`config.mk`:
```
export PLATFORM = sky130hd
export DESIGN_NAME = rrlat_top
export DESIGN_NICKNAME = d
export VERILOG_FILES = /design/src/rrlat_top.v
export VERILOG_INCLUDE_DIRS = /design/src
export SDC_FILE = /design/constraint.sdc
export NUM_CORES = 1
export LEC_CHECK = 0
export BUFFER_PORTS_ARGS = -buffer_cell sky130_fd_sc_hd__buf_2
export CORE_AREA = 4 4 52 101
export DETAILED_ROUTE_END_ITERATION = 6
export DIE_AREA = 0 0 56 105
export MAX_ROUTING_LAYER = met4
export PLACE_DENSITY = 0.9
export SLEW_MARGIN = 20
export SYNTH_ARGS = -nofsm -noshare
export SYNTH_HDL_FRONTEND = slang
export SYNTH_SLANG_ARGS = --single-unit
```
`constraint.sdc`:
```
create_clock -name pclk -period 3.3 [get_ports pclk]
set_input_delay 0 -clock pclk [delete_from_list [all_inputs] [get_ports pclk]]
set_output_delay 0 -clock pclk [all_outputs]
set_load 0.02 [all_outputs]
```
`src/rrlat_defines.vh`:
```
// constants for the register-read latency control block
`ifndef RRLAT_DEFINES_VH
`define RRLAT_DEFINES_VH
// apb register byte offsets
`define RRLAT_OFF_CFG3_NV     8'h00
`define RRLAT_OFF_CFG3_V      8'h04
`define RRLAT_OFF_LAT_CODE    8'h08
`define RRLAT_OFF_STATUS      8'h0c
// field positions in config register three
`define RRLAT_BIT_LEGACY_RST  0
`define RRLAT_BIT_SPARE       1
// reset values
`define RRLAT_CFG3_RESET      8'h00
`define RRLAT_LAT_RESET       2'h0
// fixed latency counts in link clock cycles
`define RRLAT_DUMMY_DISCOVER  6'h08
`define RRLAT_DUMMY_UNIQUE_ID 6'h20
// latency code values
`define RRLAT_CODE_00         2'h0
`define RRLAT_CODE_01         2'h1
`define RRLAT_CODE_10         2'h2
`define RRLAT_CODE_11         2'h3
// command classes
`define RRLAT_CLS_FAST        3'h0
`define RRLAT_CLS_REGULAR     3'h1
`define RRLAT_CLS_ADDR        3'h2
`define RRLAT_CLS_ANY_REG     3'h3
`define RRLAT_CLS_DISCOVER    3'h4
`define RRLAT_CLS_UNIQUE_ID   3'h5
// legacy reset opcode
`define RRLAT_OP_LEGACY_RST   8'hf0
`endif

```
`src/rrlat_top.v`:
```
// register-read latency control with apb registers and link-side counter
// register map, one aligned word each
//   0x00 config_three_nonvolatile: bit 0 legacy_reset_enable, bit 1 spare_bit
//   0x04 config_three_volatile: same layout, bit 0 gates the legacy reset
//   0x08 latency code in bits 1:0
//   0x0c remaining latency count in bits 5:0, read only
// command side
//   cmd_valid is a one-cycle strobe from the opcode decoder on pclk
//   classes: 0 fast, 1 regular, 2 with address, 3 read any register,
//   4 discoverable parameters, 5 unique identifier
//   a command other than the legacy reset opcode during a count restarts the count
// link side
//   link_sck is asynchronous: two flops, then an edge history flop
//   data_ready follows the last counted rise by about three pclk cycles
//
// Implementation choices: the address map and the APB interface to the registers.
`timescale 1ns/1ps
`default_nettype none
`include "rrlat_defines.vh"

module rrlat_top (
    input  wire        pclk,
    input  wire        presetn,
    input  wire        psel,
    input  wire        penable,
    input  wire        pwrite,
    input  wire [7:0]  paddr,
    input  wire [31:0] pwdata,
    output wire        pready,
    output reg  [31:0] prdata,
    output wire        pslverr,
    input  wire        link_sck,
    input  wire        cmd_valid,
    input  wire [2:0]  cmd_class,
    input  wire [7:0]  cmd_opcode,
    output reg         soft_reset,
    output reg  [5:0]  dummy_count,
    output reg         data_ready
);

    //--------------------------------------------------------------
    // latency decode
    //--------------------------------------------------------------
    // cycles for a class under a latency code
    function [5:0] lat_cycles;
        input [1:0] code;
        input [2:0] cls;
        begin
            case (cls)
                `RRLAT_CLS_DISCOVER:  lat_cycles = `RRLAT_DUMMY_DISCOVER;
                `RRLAT_CLS_UNIQUE_ID: lat_cycles = `RRLAT_DUMMY_UNIQUE_ID;
                default: begin
                    case (code)
                        `RRLAT_CODE_00: lat_cycles = 6'h00;
                        `RRLAT_CODE_01: lat_cycles =
                            (cls == `RRLAT_CLS_FAST) ? 6'h00 : 6'h01;
                        `RRLAT_CODE_10: lat_cycles = 6'h01;
                        default:        lat_cycles = 6'h02;
                    endcase
                end
            endcase
        end
    endfunction

    //--------------------------------------------------------------
    // apb register file
    //--------------------------------------------------------------
    // one-hot register select, all zero for an unmapped offset
    function [3:0] reg_decode;
        input [7:0] addr;
        begin
            case (addr)
                `RRLAT_OFF_CFG3_NV:  reg_decode = 4'h1;
                `RRLAT_OFF_CFG3_V:   reg_decode = 4'h2;
                `RRLAT_OFF_LAT_CODE: reg_decode = 4'h4;
                `RRLAT_OFF_STATUS:   reg_decode = 4'h8;
                default:             reg_decode = 4'h0;
            endcase
        end
    endfunction

    reg  [7:0] cfg3_nv_q;
    reg  [7:0] cfg3_v_q;
    reg  [1:0] lat_code_q;
    reg  [5:0] cnt_q;       // remaining link rises
    reg  [5:0] cnt_d;
    reg        busy_q;      // latency phase in progress
    reg        busy_d;
    reg  [5:0] dummy_d;
    reg        ready_d;
    reg        reset_d;
    wire [3:0] reg_hit;
    wire [5:0] cmd_lat;
    wire       legacy_op;
    wire       legacy_on;
    wire       wr_en = psel & penable & pwrite;
    wire       rd_setup = psel & ~penable & ~pwrite;
    wire       addr_ok;

    // zero wait states, unmapped offsets answer with an error
    assign pready  = 1'b1;
    assign reg_hit = reg_decode(paddr);
    assign addr_ok = |reg_hit;
    assign pslverr = psel & penable & ~addr_ok;

    // register writes, both legacy reset copies reset to zero
    always @(posedge pclk or negedge presetn) begin
        if (!presetn) begin
            cfg3_nv_q  <= `RRLAT_CFG3_RESET;
            cfg3_v_q   <= `RRLAT_CFG3_RESET;
            lat_code_q <= `RRLAT_LAT_RESET;
        end else if (wr_en) begin
            case (paddr)
                `RRLAT_OFF_CFG3_NV:  cfg3_nv_q  <= pwdata[7:0];
                `RRLAT_OFF_CFG3_V:   cfg3_v_q   <= pwdata[7:0];
                `RRLAT_OFF_LAT_CODE: lat_code_q <= pwdata[1:0];
                default: ;
            endcase
        end
    end

    // read data, registered in the setup phase and valid in the access phase
    always @(posedge pclk or negedge presetn) begin
        if (!presetn) begin
            prdata <= 32'h00000000;
        end else if (rd_setup) begin
            case (paddr)
                `RRLAT_OFF_CFG3_NV:  prdata <= {24'h000000, cfg3_nv_q};
                `RRLAT_OFF_CFG3_V:   prdata <= {24'h000000, cfg3_v_q};
                `RRLAT_OFF_LAT_CODE: prdata <= {30'h00000000, lat_code_q};
                `RRLAT_OFF_STATUS:   prdata <= {26'h0000000, cnt_q};
                default:             prdata <= 32'h00000000;
            endcase
        end
    end

    //--------------------------------------------------------------
    // link clock sampling
    //--------------------------------------------------------------
    reg       sck_s1_q;
    reg       sck_s2_q;
    reg       sck_s3_q;
    wire      sck_rise;

    // rising edge of the synchronised link clock
    assign sck_rise = sck_s2_q & ~sck_s3_q;

    // two-stage synchroniser then edge history
    always @(posedge pclk or negedge presetn) begin
        if (!presetn) begin
            sck_s1_q <= 1'b0;
            sck_s2_q <= 1'b0;
            sck_s3_q <= 1'b0;
        end else begin
            sck_s1_q <= link_sck;
            sck_s2_q <= sck_s1_q;
            sck_s3_q <= sck_s2_q;
        end
    end

    //--------------------------------------------------------------
    // command handling and dummy counter
    //--------------------------------------------------------------
    // latency for the command on the bus this cycle
    assign cmd_lat   = lat_cycles(lat_code_q, cmd_class);
    assign legacy_op = (cmd_opcode == `RRLAT_OP_LEGACY_RST);
    assign legacy_on = cfg3_v_q[`RRLAT_BIT_LEGACY_RST];

    // next state: a new non-legacy command reloads, link rises count down
    always @* begin
        cnt_d   = cnt_q;
        busy_d  = busy_q;
        dummy_d = dummy_count;
        ready_d = 1'b0;
        reset_d = 1'b0;
        if (cmd_valid) begin
            if (legacy_op) begin
                reset_d = legacy_on;
            end else begin
                dummy_d = cmd_lat;
                cnt_d   = cmd_lat;
                busy_d  = (cmd_lat != 6'h00);
                ready_d = (cmd_lat == 6'h00);
            end
        end else if (busy_q && sck_rise) begin
            cnt_d = cnt_q - 6'h01;
            if (cnt_q == 6'h01) begin
                busy_d  = 1'b0;
                ready_d = 1'b1;
            end
        end
    end

    // command state registers, pulses last one cycle
    always @(posedge pclk or negedge presetn) begin
        if (!presetn) begin
            cnt_q       <= 6'h00;
            busy_q      <= 1'b0;
            dummy_count <= 6'h00;
            data_ready  <= 1'b0;
            soft_reset  <= 1'b0;
        end else begin
            cnt_q       <= cnt_d;
            busy_q      <= busy_d;
            dummy_count <= dummy_d;
            data_ready  <= ready_d;
            soft_reset  <= reset_d;
        end
    end

endmodule
`default_nettype wire

```
Word level (Yosys, flattened, before mapping)
Cells that the tools add are included.
{ "totals": {"register_bits": 68, "input_bits": 58, "output_inout_bits": 42, "word_cells": 67} }
{ "op_classes": {"n_addsub": 1, "eq_ne": 10, "muxes": 18, "bitwise_logic": 11, "n_reduce_logical": 15} }
{ "ops": {"columns": ["op", "n"], "rows": [
  ["$pmux 8 s4", 1],
  ["$mux 6", 3],
  ["$eq 8x4->1 const B", 2],
  ["$pmux 4 s4", 1],
  ["$pmux 6 s2", 1],
  ["$mux 1", 11],
  ["$reduce_and 2->1", 5],
  ["$eq 8x3->1 const B", 1],
  ["$eq 8x8->1 const B", 1],
  ["$logic_not 8->1", 1],
  ["$and 1x1->1", 6],
  ["$eq 3x3->1 const B", 2],
  ["$eq 6x1->1 const B", 1],
  ["$logic_not 6->1", 1],
  ["$pmux 2 s3", 1],
  ["$reduce_bool 6->1", 1],
  ["$sub 6x1->6 const B", 1],
  ["$not 1->1", 5],
  ["$reduce_bool 2->1", 2],
  ["$reduce_or 4->1", 1],
  ["$logic_not 3->1", 1],
  ["$reduce_and 3->1", 1],
  ["$eq 2x1->1 const B", 1],
  ["$eq 2x2->1 const B", 1],
  ["other kinds (3)", 3]
]} }

Longest topological paths before layout
Gate-level depths: netlist of run 1.
{ "depth": {"ltp_word": 7, "depth_mapped": 6} }

Worst setup path after synthesis of run 1
OpenSTA, ideal clock, no wires.
{ "synth_path": {"path_kind": "input port to flip-flop", "start": "input paddr[1]", "end": "register cfg3_v_q[0]", "setup_ps": 125, "t_arrival_ps": 1305, "t_required_ps": 3175, "setup_slack_ps": 1870, "cell_stages": 4, "cell_sequence": "nor4_4 -> nand2_2 -> nor4b_4 -> mux2_2"} }
{ "synth_via": {"elab_chain_cells": 2} }
{ "synth_rtl": {"columns": ["element", "line_no", "rtl"], "rows": [
  ["start: declaration", "rrlat_top.v:27", "input wire [7:0] paddr,"],
  ["$eq 8x3->1", "rrlat_top.v:113", "case (paddr)"],
  ["$reduce_and 2->1 (no line)", null, null],
  ["end signal: assignment", "rrlat_top.v:110", "cfg3_v_q <= `RRLAT_CFG3_RESET;"],
  ["end signal: assignment", "rrlat_top.v:115", "`RRLAT_OFF_CFG3_V: cfg3_v_q <= pwdata[7:0];"],
  ["end: declaration", "rrlat_top.v:83", "reg [7:0] cfg3_v_q;"]
]} }
No other way between the ends.
A chain may end at the register's enable or synchronous reset.

Worst setup path after layout of run 1
{ "layout_path": {"start": "register sck_s3_q", "end": "register busy_q"} }
{ "layout_via": {"elab_chain_cells": 5} }
{ "layout_rtl": {"columns": ["element", "line_no", "rtl"], "rows": [
  ["start: declaration", "rrlat_top.v:142", "reg sck_s3_q;"],
  ["start signal: assignment", "rrlat_top.v:157", "sck_s3_q <= sck_s2_q;"],
  ["$not 1->1", "rrlat_top.v:146", "assign sck_rise = sck_s2_q & ~sck_s3_q;"],
  ["$and 1x1->1", "rrlat_top.v:146", null],
  ["$logic_and 1x1->1", "rrlat_top.v:185", "end else if (busy_q && sck_rise) begin"],
  ["$reduce_bool 2->1 (no line)", null, null],
  ["$reduce_and 3->1 (no line)", null, null],
  ["end signal: assignment", "rrlat_top.v:204", "busy_q <= busy_d;"],
  ["end: declaration", "rrlat_top.v:87", "reg busy_q;"]
]} }
No other way between the ends.

==> results of run 1 <==
-- cell usage in the layout (no fill, tap or decap), types with 2 or more instances in the layout --
cell type / Yosys / final
buf_2: 1 / 48
dfrtp_1: 42 / 42
conb_1: 2 / 27
mux2_2: 24 / 24
nand2_1: 17 / 17
nor2_1: 11 / 11
dlygate4sd3_1: 0 / 10
o21ai_0: 9 / 9
clkbuf_8: 0 / 6
nand4_1: 5 / 5
nand3_1: 5 / 5
inv_1: 4 / 4
a22oi_1: 4 / 4
mux2i_1: 3 / 3
nor4_4: 2 / 2
nand2b_1: 2 / 2
nor3_1: 2 / 2
o41ai_1: 2 / 2
mux4_2: 2 / 2
a22o_1: 2 / 2
a31oi_1: 2 / 2
a21oi_1: 2 / 2
o221a_2: 2 / 2
ha_1: 2 / 2
bufinv_16: 0 / 2
-- critical path: cells and delay by family, from the launching register on --
kind | cells | cell delay (ns)
AO/OA/AOI/OAI | 1 | 0.09
AND/OR/NAND/NOR | 3 | 1.08
flip-flops | 1 | 0.39
-- metrics by stage --
stage / util (%) / worst slack, ns / std cells / cell area (um2) / total power [uW]
floorplan: - / 1.87 / 219 / 2280 / 685
global placement: 52.0 / 1.39 / 290 / 2370 / 710
detailed placement: 52.0 / 1.29 / 290 / 2370 / 721
CTS: 57.3 / 1.25 / 308 / 2610 / 1230
global route: 57.4 / 1.48 / 308 / 2620 / 1270
finish: 57.4 / 1.62 / 308 / 2620 / 1220
-- per-layer routing --
layer	up-vias	global-route usage [%]
met5	-	-
met4	0	7.64
met3	6	2.60
met2	68	33.0
met1	785	16.4
li1	756	-
-- layout make-up --
type / instances / share of cell area (%)
Multi-Input combinational cell: 140 / 37.8
Sequential cell: 42 / 40.2
Inverter: 4 / 0.574
Timing Repair Buffer: 59 / 13.3
Tap cell: 55 / 2.63
Clock buffer: 6 / 3.16
Clock inverter: 2 / 2.30
-- power breakdown --
part	total (uW)	internal [uW]	switching, uW	leakage, uW
sequential	557	536	21.2	0.000569
combinational	164	62.8	101	0.000666
clock	500	323	177	0.0000714
-- cells by family (layout without fill, tap and decap cells) --
group | Yosys count | after routing | share of synthesized area (%)
xor gates and xnor gates | 1 | 1 | 0.401
buffers and inverters | 37 | 71 | 11.1
other | 2 | 27 | 0.344
muxes | 29 | 29 | 15.8
DFF | 42 | 42 | 48.2
adders and majority gates | 2 | 2 | 1.15
and+or+nand+nor | 52 | 52 | 13.8
AOI/OAI and AO/OA | 29 | 29 | 9.29
-- state kept, by name (all words and copies together) (netlist names) --
name,count
cfg3_nv_q,8
cfg3_v_q,8
prdata,8
cnt_q,6
dummy_count,4
lat_code_q,2
busy_q,1
data_ready,1
sck_s1_q,1
sck_s2_q,1
sck_s3_q,1
soft_reset,1
-- final timing paths --
check	startpoint	to	slack, ns
min in group asynchronous	presetn	cfg3_v_q[4]	0.37
worst max-delay path	sck_s3_q	busy_q	1.62
worst min-delay path	cmd_class[0]	dummy_count[5]	0.05
worst min register to register	sck_s1_q	sck_s2_q	0.35
worst max register to register	sck_s3_q	busy_q	1.62
max in group asynchronous	presetn	data_ready	2.36
==> out/results.tsv, run 1 <==
metric	value	unit
die_width	56	um
ys_types	40	
drt_iter0_drc	41	
placementRows	35	
cpMaxStageDelayCell	nor4bb_2	
ant_nets	0	
grt_max_degree	43	
fill_cells	404	
yosysTopAreaCell	dfrtp_1	
power_density	467	nW/um2
maxCapViolations	0	
synth-edff-count	0	
setup_viol	0	
ys_seq_area_share	48.2	%
io_pins	100	
die_h	105	um
critPathKind	reg -> reg	
syn2layout_area_growth	19.8	%
wl_met2	2700	um
synth_cells	194	
grt_use_total	17.3	%
holdBufCountCts	10	
start_util	47.9	%
first_global_vias	1637	
finalHoldViolCount	0	
path_max_fanout	8	
post_cts_resized	0	
cp-end-kind	flop	
critPathLaunchType	flop	
holdPathStages	3	
gp_congestion	0.804	
routed_wl	4660	um
cts_root_buffer	clkbuf_8	
die_area	5880	um2
tritoncts	built	
arrival	1.85	ns
synthArstFlopShare	100	%
highest_layer	met4	
clockBufferDepth	2	
ys_top_cells_by_count	dfrtp_1 (42), buf_4 (27), mux2_2 (24)	
cts.sinks	42	
register_area	1050	um2
antenna_found_initial	0	
r2r_cells	4	
grt_setup_unrepaired	false	
first_pass_iters	4	
power_leakage	0.00131	uW
drt-vias-per-instance	5.24	
relSlewSlack	39.6	%
period_minus_slack	1.68	ns
maxSlewViolCount	0	
path_cells	nor4bb_2 > nand4_1 > nand3_1 > o21ai_0	
yosys_warnings	0	
peakVddDrop	342	uV
portBuffers	48	
num_vias	1615	
worst_slew_pin_slew	0.906	ns
syn_area_per_cell	11.2	um2
wl_per_cell	15.1	um
postCtsSetupRepairBufs	0	
min_period_over_period	51.1	%
detail_route.wirelength.met1	1570	um
status	completed	
synthFlopType	dfrtp_1	
hold_path.class	in -> reg	
cp.required	3.47	ns
tns	0	ns
synth_seq_cells	42	
dp_hpwl	3630	um
drive_gt1_share	36.0	%
clk_pin_slew	0.07	ns
finalNetCount	312	
syn_area	2180	um2
clock.fmax	0.594	GHz
skew	0.00984	ns
drc_errors	0	
yosys.area.top_type_share	48.2	%
antenna_cells	0	
cp_slowest_stage_delay	0.68	ns
cts-buffers-inserted	5	
core	4550	um2
synth.area.top_cells	dfrtp_1 (48%), mux2_2 (12%), buf_4 (9.3%)	
dr_wl_met3	292	um
htreeDepth	2	
whs	0.0504	ns
clock_latency	0.30	ns
synth.most_common_cell	dfrtp_1	
overflow	0	
multi_input_area	990	um2
grt_pass1_wl	7720	um
Power figures use the tool's default switching activity.
==> run 2: changes to the inputs <==
ABC_AREA = 1   (was not set)
CORE_AREA = 4 4 58 113   (was 4 4 52 101)
DIE_AREA = 0 0 62 117   (was 0 0 56 105)
PLACE_DENSITY = 0.82   (was 0.9)
clock period = 1.54 ns   (was 3.3 ns; I/O delays follow)
==> out/results.tsv, run 2 <==
metric	value	unit	change
status	completed		unchanged
final_cell_mix	nand2_1 (82), buf_2 (48), dfrtp_1 (42)		was buf_2 (48), dfrtp_1 (42), conb_1 (27)
arrival	1.62	ns	was 1.85 ns
worst_slew_pin_slew	0.536	ns	was 0.906 ns
power_density	981	nW/um2	was 467 nW/um2
grt_pass1_wl	8330	um	was 7720 um
yosys.area.top_type_share	44.2	%	was 48.2%
maxCapViolations	0		unchanged
die_h	117	um	was 105 um
dp_hpwl	3830	um	was 3630 um
final_cell_area	2860	um2	was 2620 um2
drt_iter0_drc	70		was 41
reg_top3	cfg3_nv_q: 8 flops, cfg3_v_q: 8 flops, prdata: 8 flops		unchanged
ys_types	30		was 40
drive_gt1_share	24.0	%	was 36.0%
ys_top_cells_by_count	nand2_1 (82), dfrtp_1 (42), buf_4 (28), inv_1 (28), nand3_1 (25)		was dfrtp_1 (42), buf_4 (27), mux2_2 (24)
start_util	41.7	%	was 47.9%
relSlewSlack	64.2	%	was 39.6%
setup_viol	0		unchanged
path_cells	dlygate4sd3_1 > buf_2 > nor2_1 > nand2_1 > dlygate4sd3_1 > nor4_1		was nor4bb_2 > nand4_1 > nand3_1 > o21ai_0
hp-start	pwdata[5]		was cmd_class[0]
antenna_found_initial	0		unchanged
grt_setup_unrepaired	false		unchanged
cts.sinks	42		unchanged
drt-vias-per-instance	4.82		was 5.24
synthFlopType	dfrtp_1		unchanged
ant_nets	0		unchanged
hold_end	cfg3_nv_q[5]		was dummy_count[5]
r2r_slack	0.23	ns	was 1.62 ns
first_pass_iters	4		unchanged
cts-buffers-inserted	5		unchanged
critPathLaunchType	primary input		was flop
drc_errors	0		unchanged
first_global_vias	1915		was 1637
synth.area.top_cells	dfrtp_1 (44%), nand2_1 (13%), buf_4 (8.8%)		was dfrtp_1 (48%), mux2_2 (12%), buf_4 (9.3%)
syn2layout_area_growth	20.0	%	was 19.8%
io_pins	100		unchanged
min_period_over_period	94.0	%	
total_power	2800	uW	was 1220 uW
cpMaxStageDelayCell	dlygate4sd3_1		was nor4bb_2
num_vias	1999		was 1615
r2r-start	sck_s3_q		unchanged
portBuffers	48		unchanged
hold_path.class	in -> reg		unchanged
htreeDepth	2		unchanged
placementRows	39		was 35
r2r_cells	6		was 4
synth_seq_cells	42		unchanged
holdPathStages	3		unchanged
cp_slowest_stage_delay	0.56	ns	was 0.68 ns
ys_seq_area_share	44.2	%	was 48.2%
finalHoldViolCount	0		unchanged
postCtsSetupRepairBufs	0		unchanged
routed_wl	5030	um	was 4660 um
path_max_fanout	2		was 8
yosys_warnings	0		unchanged
tns	0	ns	unchanged
crit_top_cell	dlygate4sd3_1		
synth.most_common_cell	nand2_1		was dfrtp_1
cp.required	1.71	ns	was 3.47 ns
yosysTopAreaCell	dfrtp_1		unchanged
power_leakage	0.00161	uW	was 0.00131 uW
clock_latency	0.28	ns	was 0.30 ns
fill_cells	562		was 404
clk_pin_slew	0.06	ns	was 0.07 ns
synth-edff-count	0		unchanged
die_width	62	um	was 56 um
synthArstFlopShare	100	%	unchanged
final_common_cell	nand2_1		was buf_2
maxSlewViolCount	0		unchanged
syn_area_per_cell	8.17	um2	was 11.2 um2
overflow	0		unchanged
dpl_cell_area	2570	um2	was 2370 um2
grt_use_total	15.8	%	was 17.3%
finalNetCount	414		was 312
gp_congestion	0.857		was 0.804
cp-end-kind	flop		unchanged
cts_root_buffer	clkbuf_16		was clkbuf_8
core	5710	um2	was 4550 um2
syn_area	2380	um2	was 2180 um2
antenna_cells	0		unchanged
period_minus_slack	1.45	ns	
synth_cells	291		was 194
wl_per_cell	12.1	um	was 15.1 um
tritoncts	built		unchanged
clock.fmax	0.691	GHz	
peakVddDrop	855	uV	was 342 uV
die_area	7250	um2	was 5880 um2
grt_max_degree	43		unchanged
skew	0.00303	ns	was 0.00984 ns
r2r_end	cnt_q[2]		was busy_q
critPathKind	in -> reg		was reg -> reg
clockBufferDepth	2		unchanged
==> run 2: cell count changes after synthesis, sizes merged, moves of 3 or more <==
cell,delta
mux2,-24
mux2i,-3
a21oi,+4
nand3,+21
inv,+27
nor2,+13
nand2,+71
a22oi,-4
clkbuf,-4
o21ai,+12
==> run 2: area by class of cell <==
cell class	count	area, um2	area share, %
clock inverter	1	30.0	1.05
timing repair buffer	62	375	13.1
inverter	31	116	4.08
clock buffer	6	139	4.86
tap	61	76.3	2.67
multi-input combinational	212	1070	37.4
sequential	42	1050	36.8
==> run 2: repair_timing <==
| item | 4_1_cts | 5_1_grt |
|---|---|---|
| hold buffers | 12 | 0 |
| gates resized for setup | 0 | 0 |
| endpoints found under the hold margin | 52 | 0 |
| endpoints found under the setup margin | 0 | 0 |
==> run 2: per-stage QoR <==
| step | utilization, % | worst slack [ns] | hold slack [ns] | std cells |
|---|---|---|---|---|
| floorplan | - | 0.447 | -0.296 | 316 |
| global placement | 44.9 | 0.314 | 0.0925 | 396 |
| detailed placement | 44.9 | 0.228 | 0.0947 | 396 |
| CTS | 50.0 | 0.164 | 0.00166 | 415 |
| global route | 50.0 | 0.0100 | 0.00252 | 415 |
| finish | 50.0 | 0.0931 | 0.00164 | 415 |
==> run 2: worst max-delay path by stage <==
| stage | startpoint | endpoint | slack [ns] | cells past startpoint |
|---|---|---|---|---|
| 4_1_cts | cmd_opcode[0] | soft_reset | 0.16 | 6 |
| 2_1_floorplan | cnt_q[0] | cnt_q[4] | 0.45 | 5 |
| 3_3_place_gp | sck_s2_q | cnt_q[2] | 0.31 | 7 |
| 3_5_place_dp | sck_s3_q | cnt_q[2] | 0.23 | 6 |
| 6_report | cmd_opcode[0] | soft_reset | 0.09 | 6 |
| 5_1_grt | cmd_opcode[0] | soft_reset | 0.01 | 6 |
==> run 2: cells by family after synthesis <==
group	Yosys count	synth area share (%)
AND/OR/NAND/NOR	148	29.8
buffers and inverters	62	14.9
flip-flops	42	44.2
AO/OA/AOI/OAI	32	8.63
XOR/XNOR	3	1.10
adder cells (fa/ha/maj)	2	1.05
other	2	0.316
==> run 2: worst max-delay path, delay by kind of cell <==
family	cells	cell delay [ns]
buf+inv	3	1.22
simple gates	3	0.40
==> run 2: metal layers <==
layer | routed length, um | share of wire [%] | vias to the layer above | global-route usage, %
met1 | 1740 | 35 | 924 | 15.4
met3 | 354 | 7.0 | 8 | 3.18
met5 | 0 | 0 | - | -
met4 | 103 | 2.0 | 0 | 6.37
met2 | 2830 | 56 | 73 | 28.7
li1 | - | - | 994 | -
==> run 2: power breakdown <==
part           switching, uW  internal, uW
registers               47.1          1150
logic                    268           143
clock network            392           799
total                    707          2090
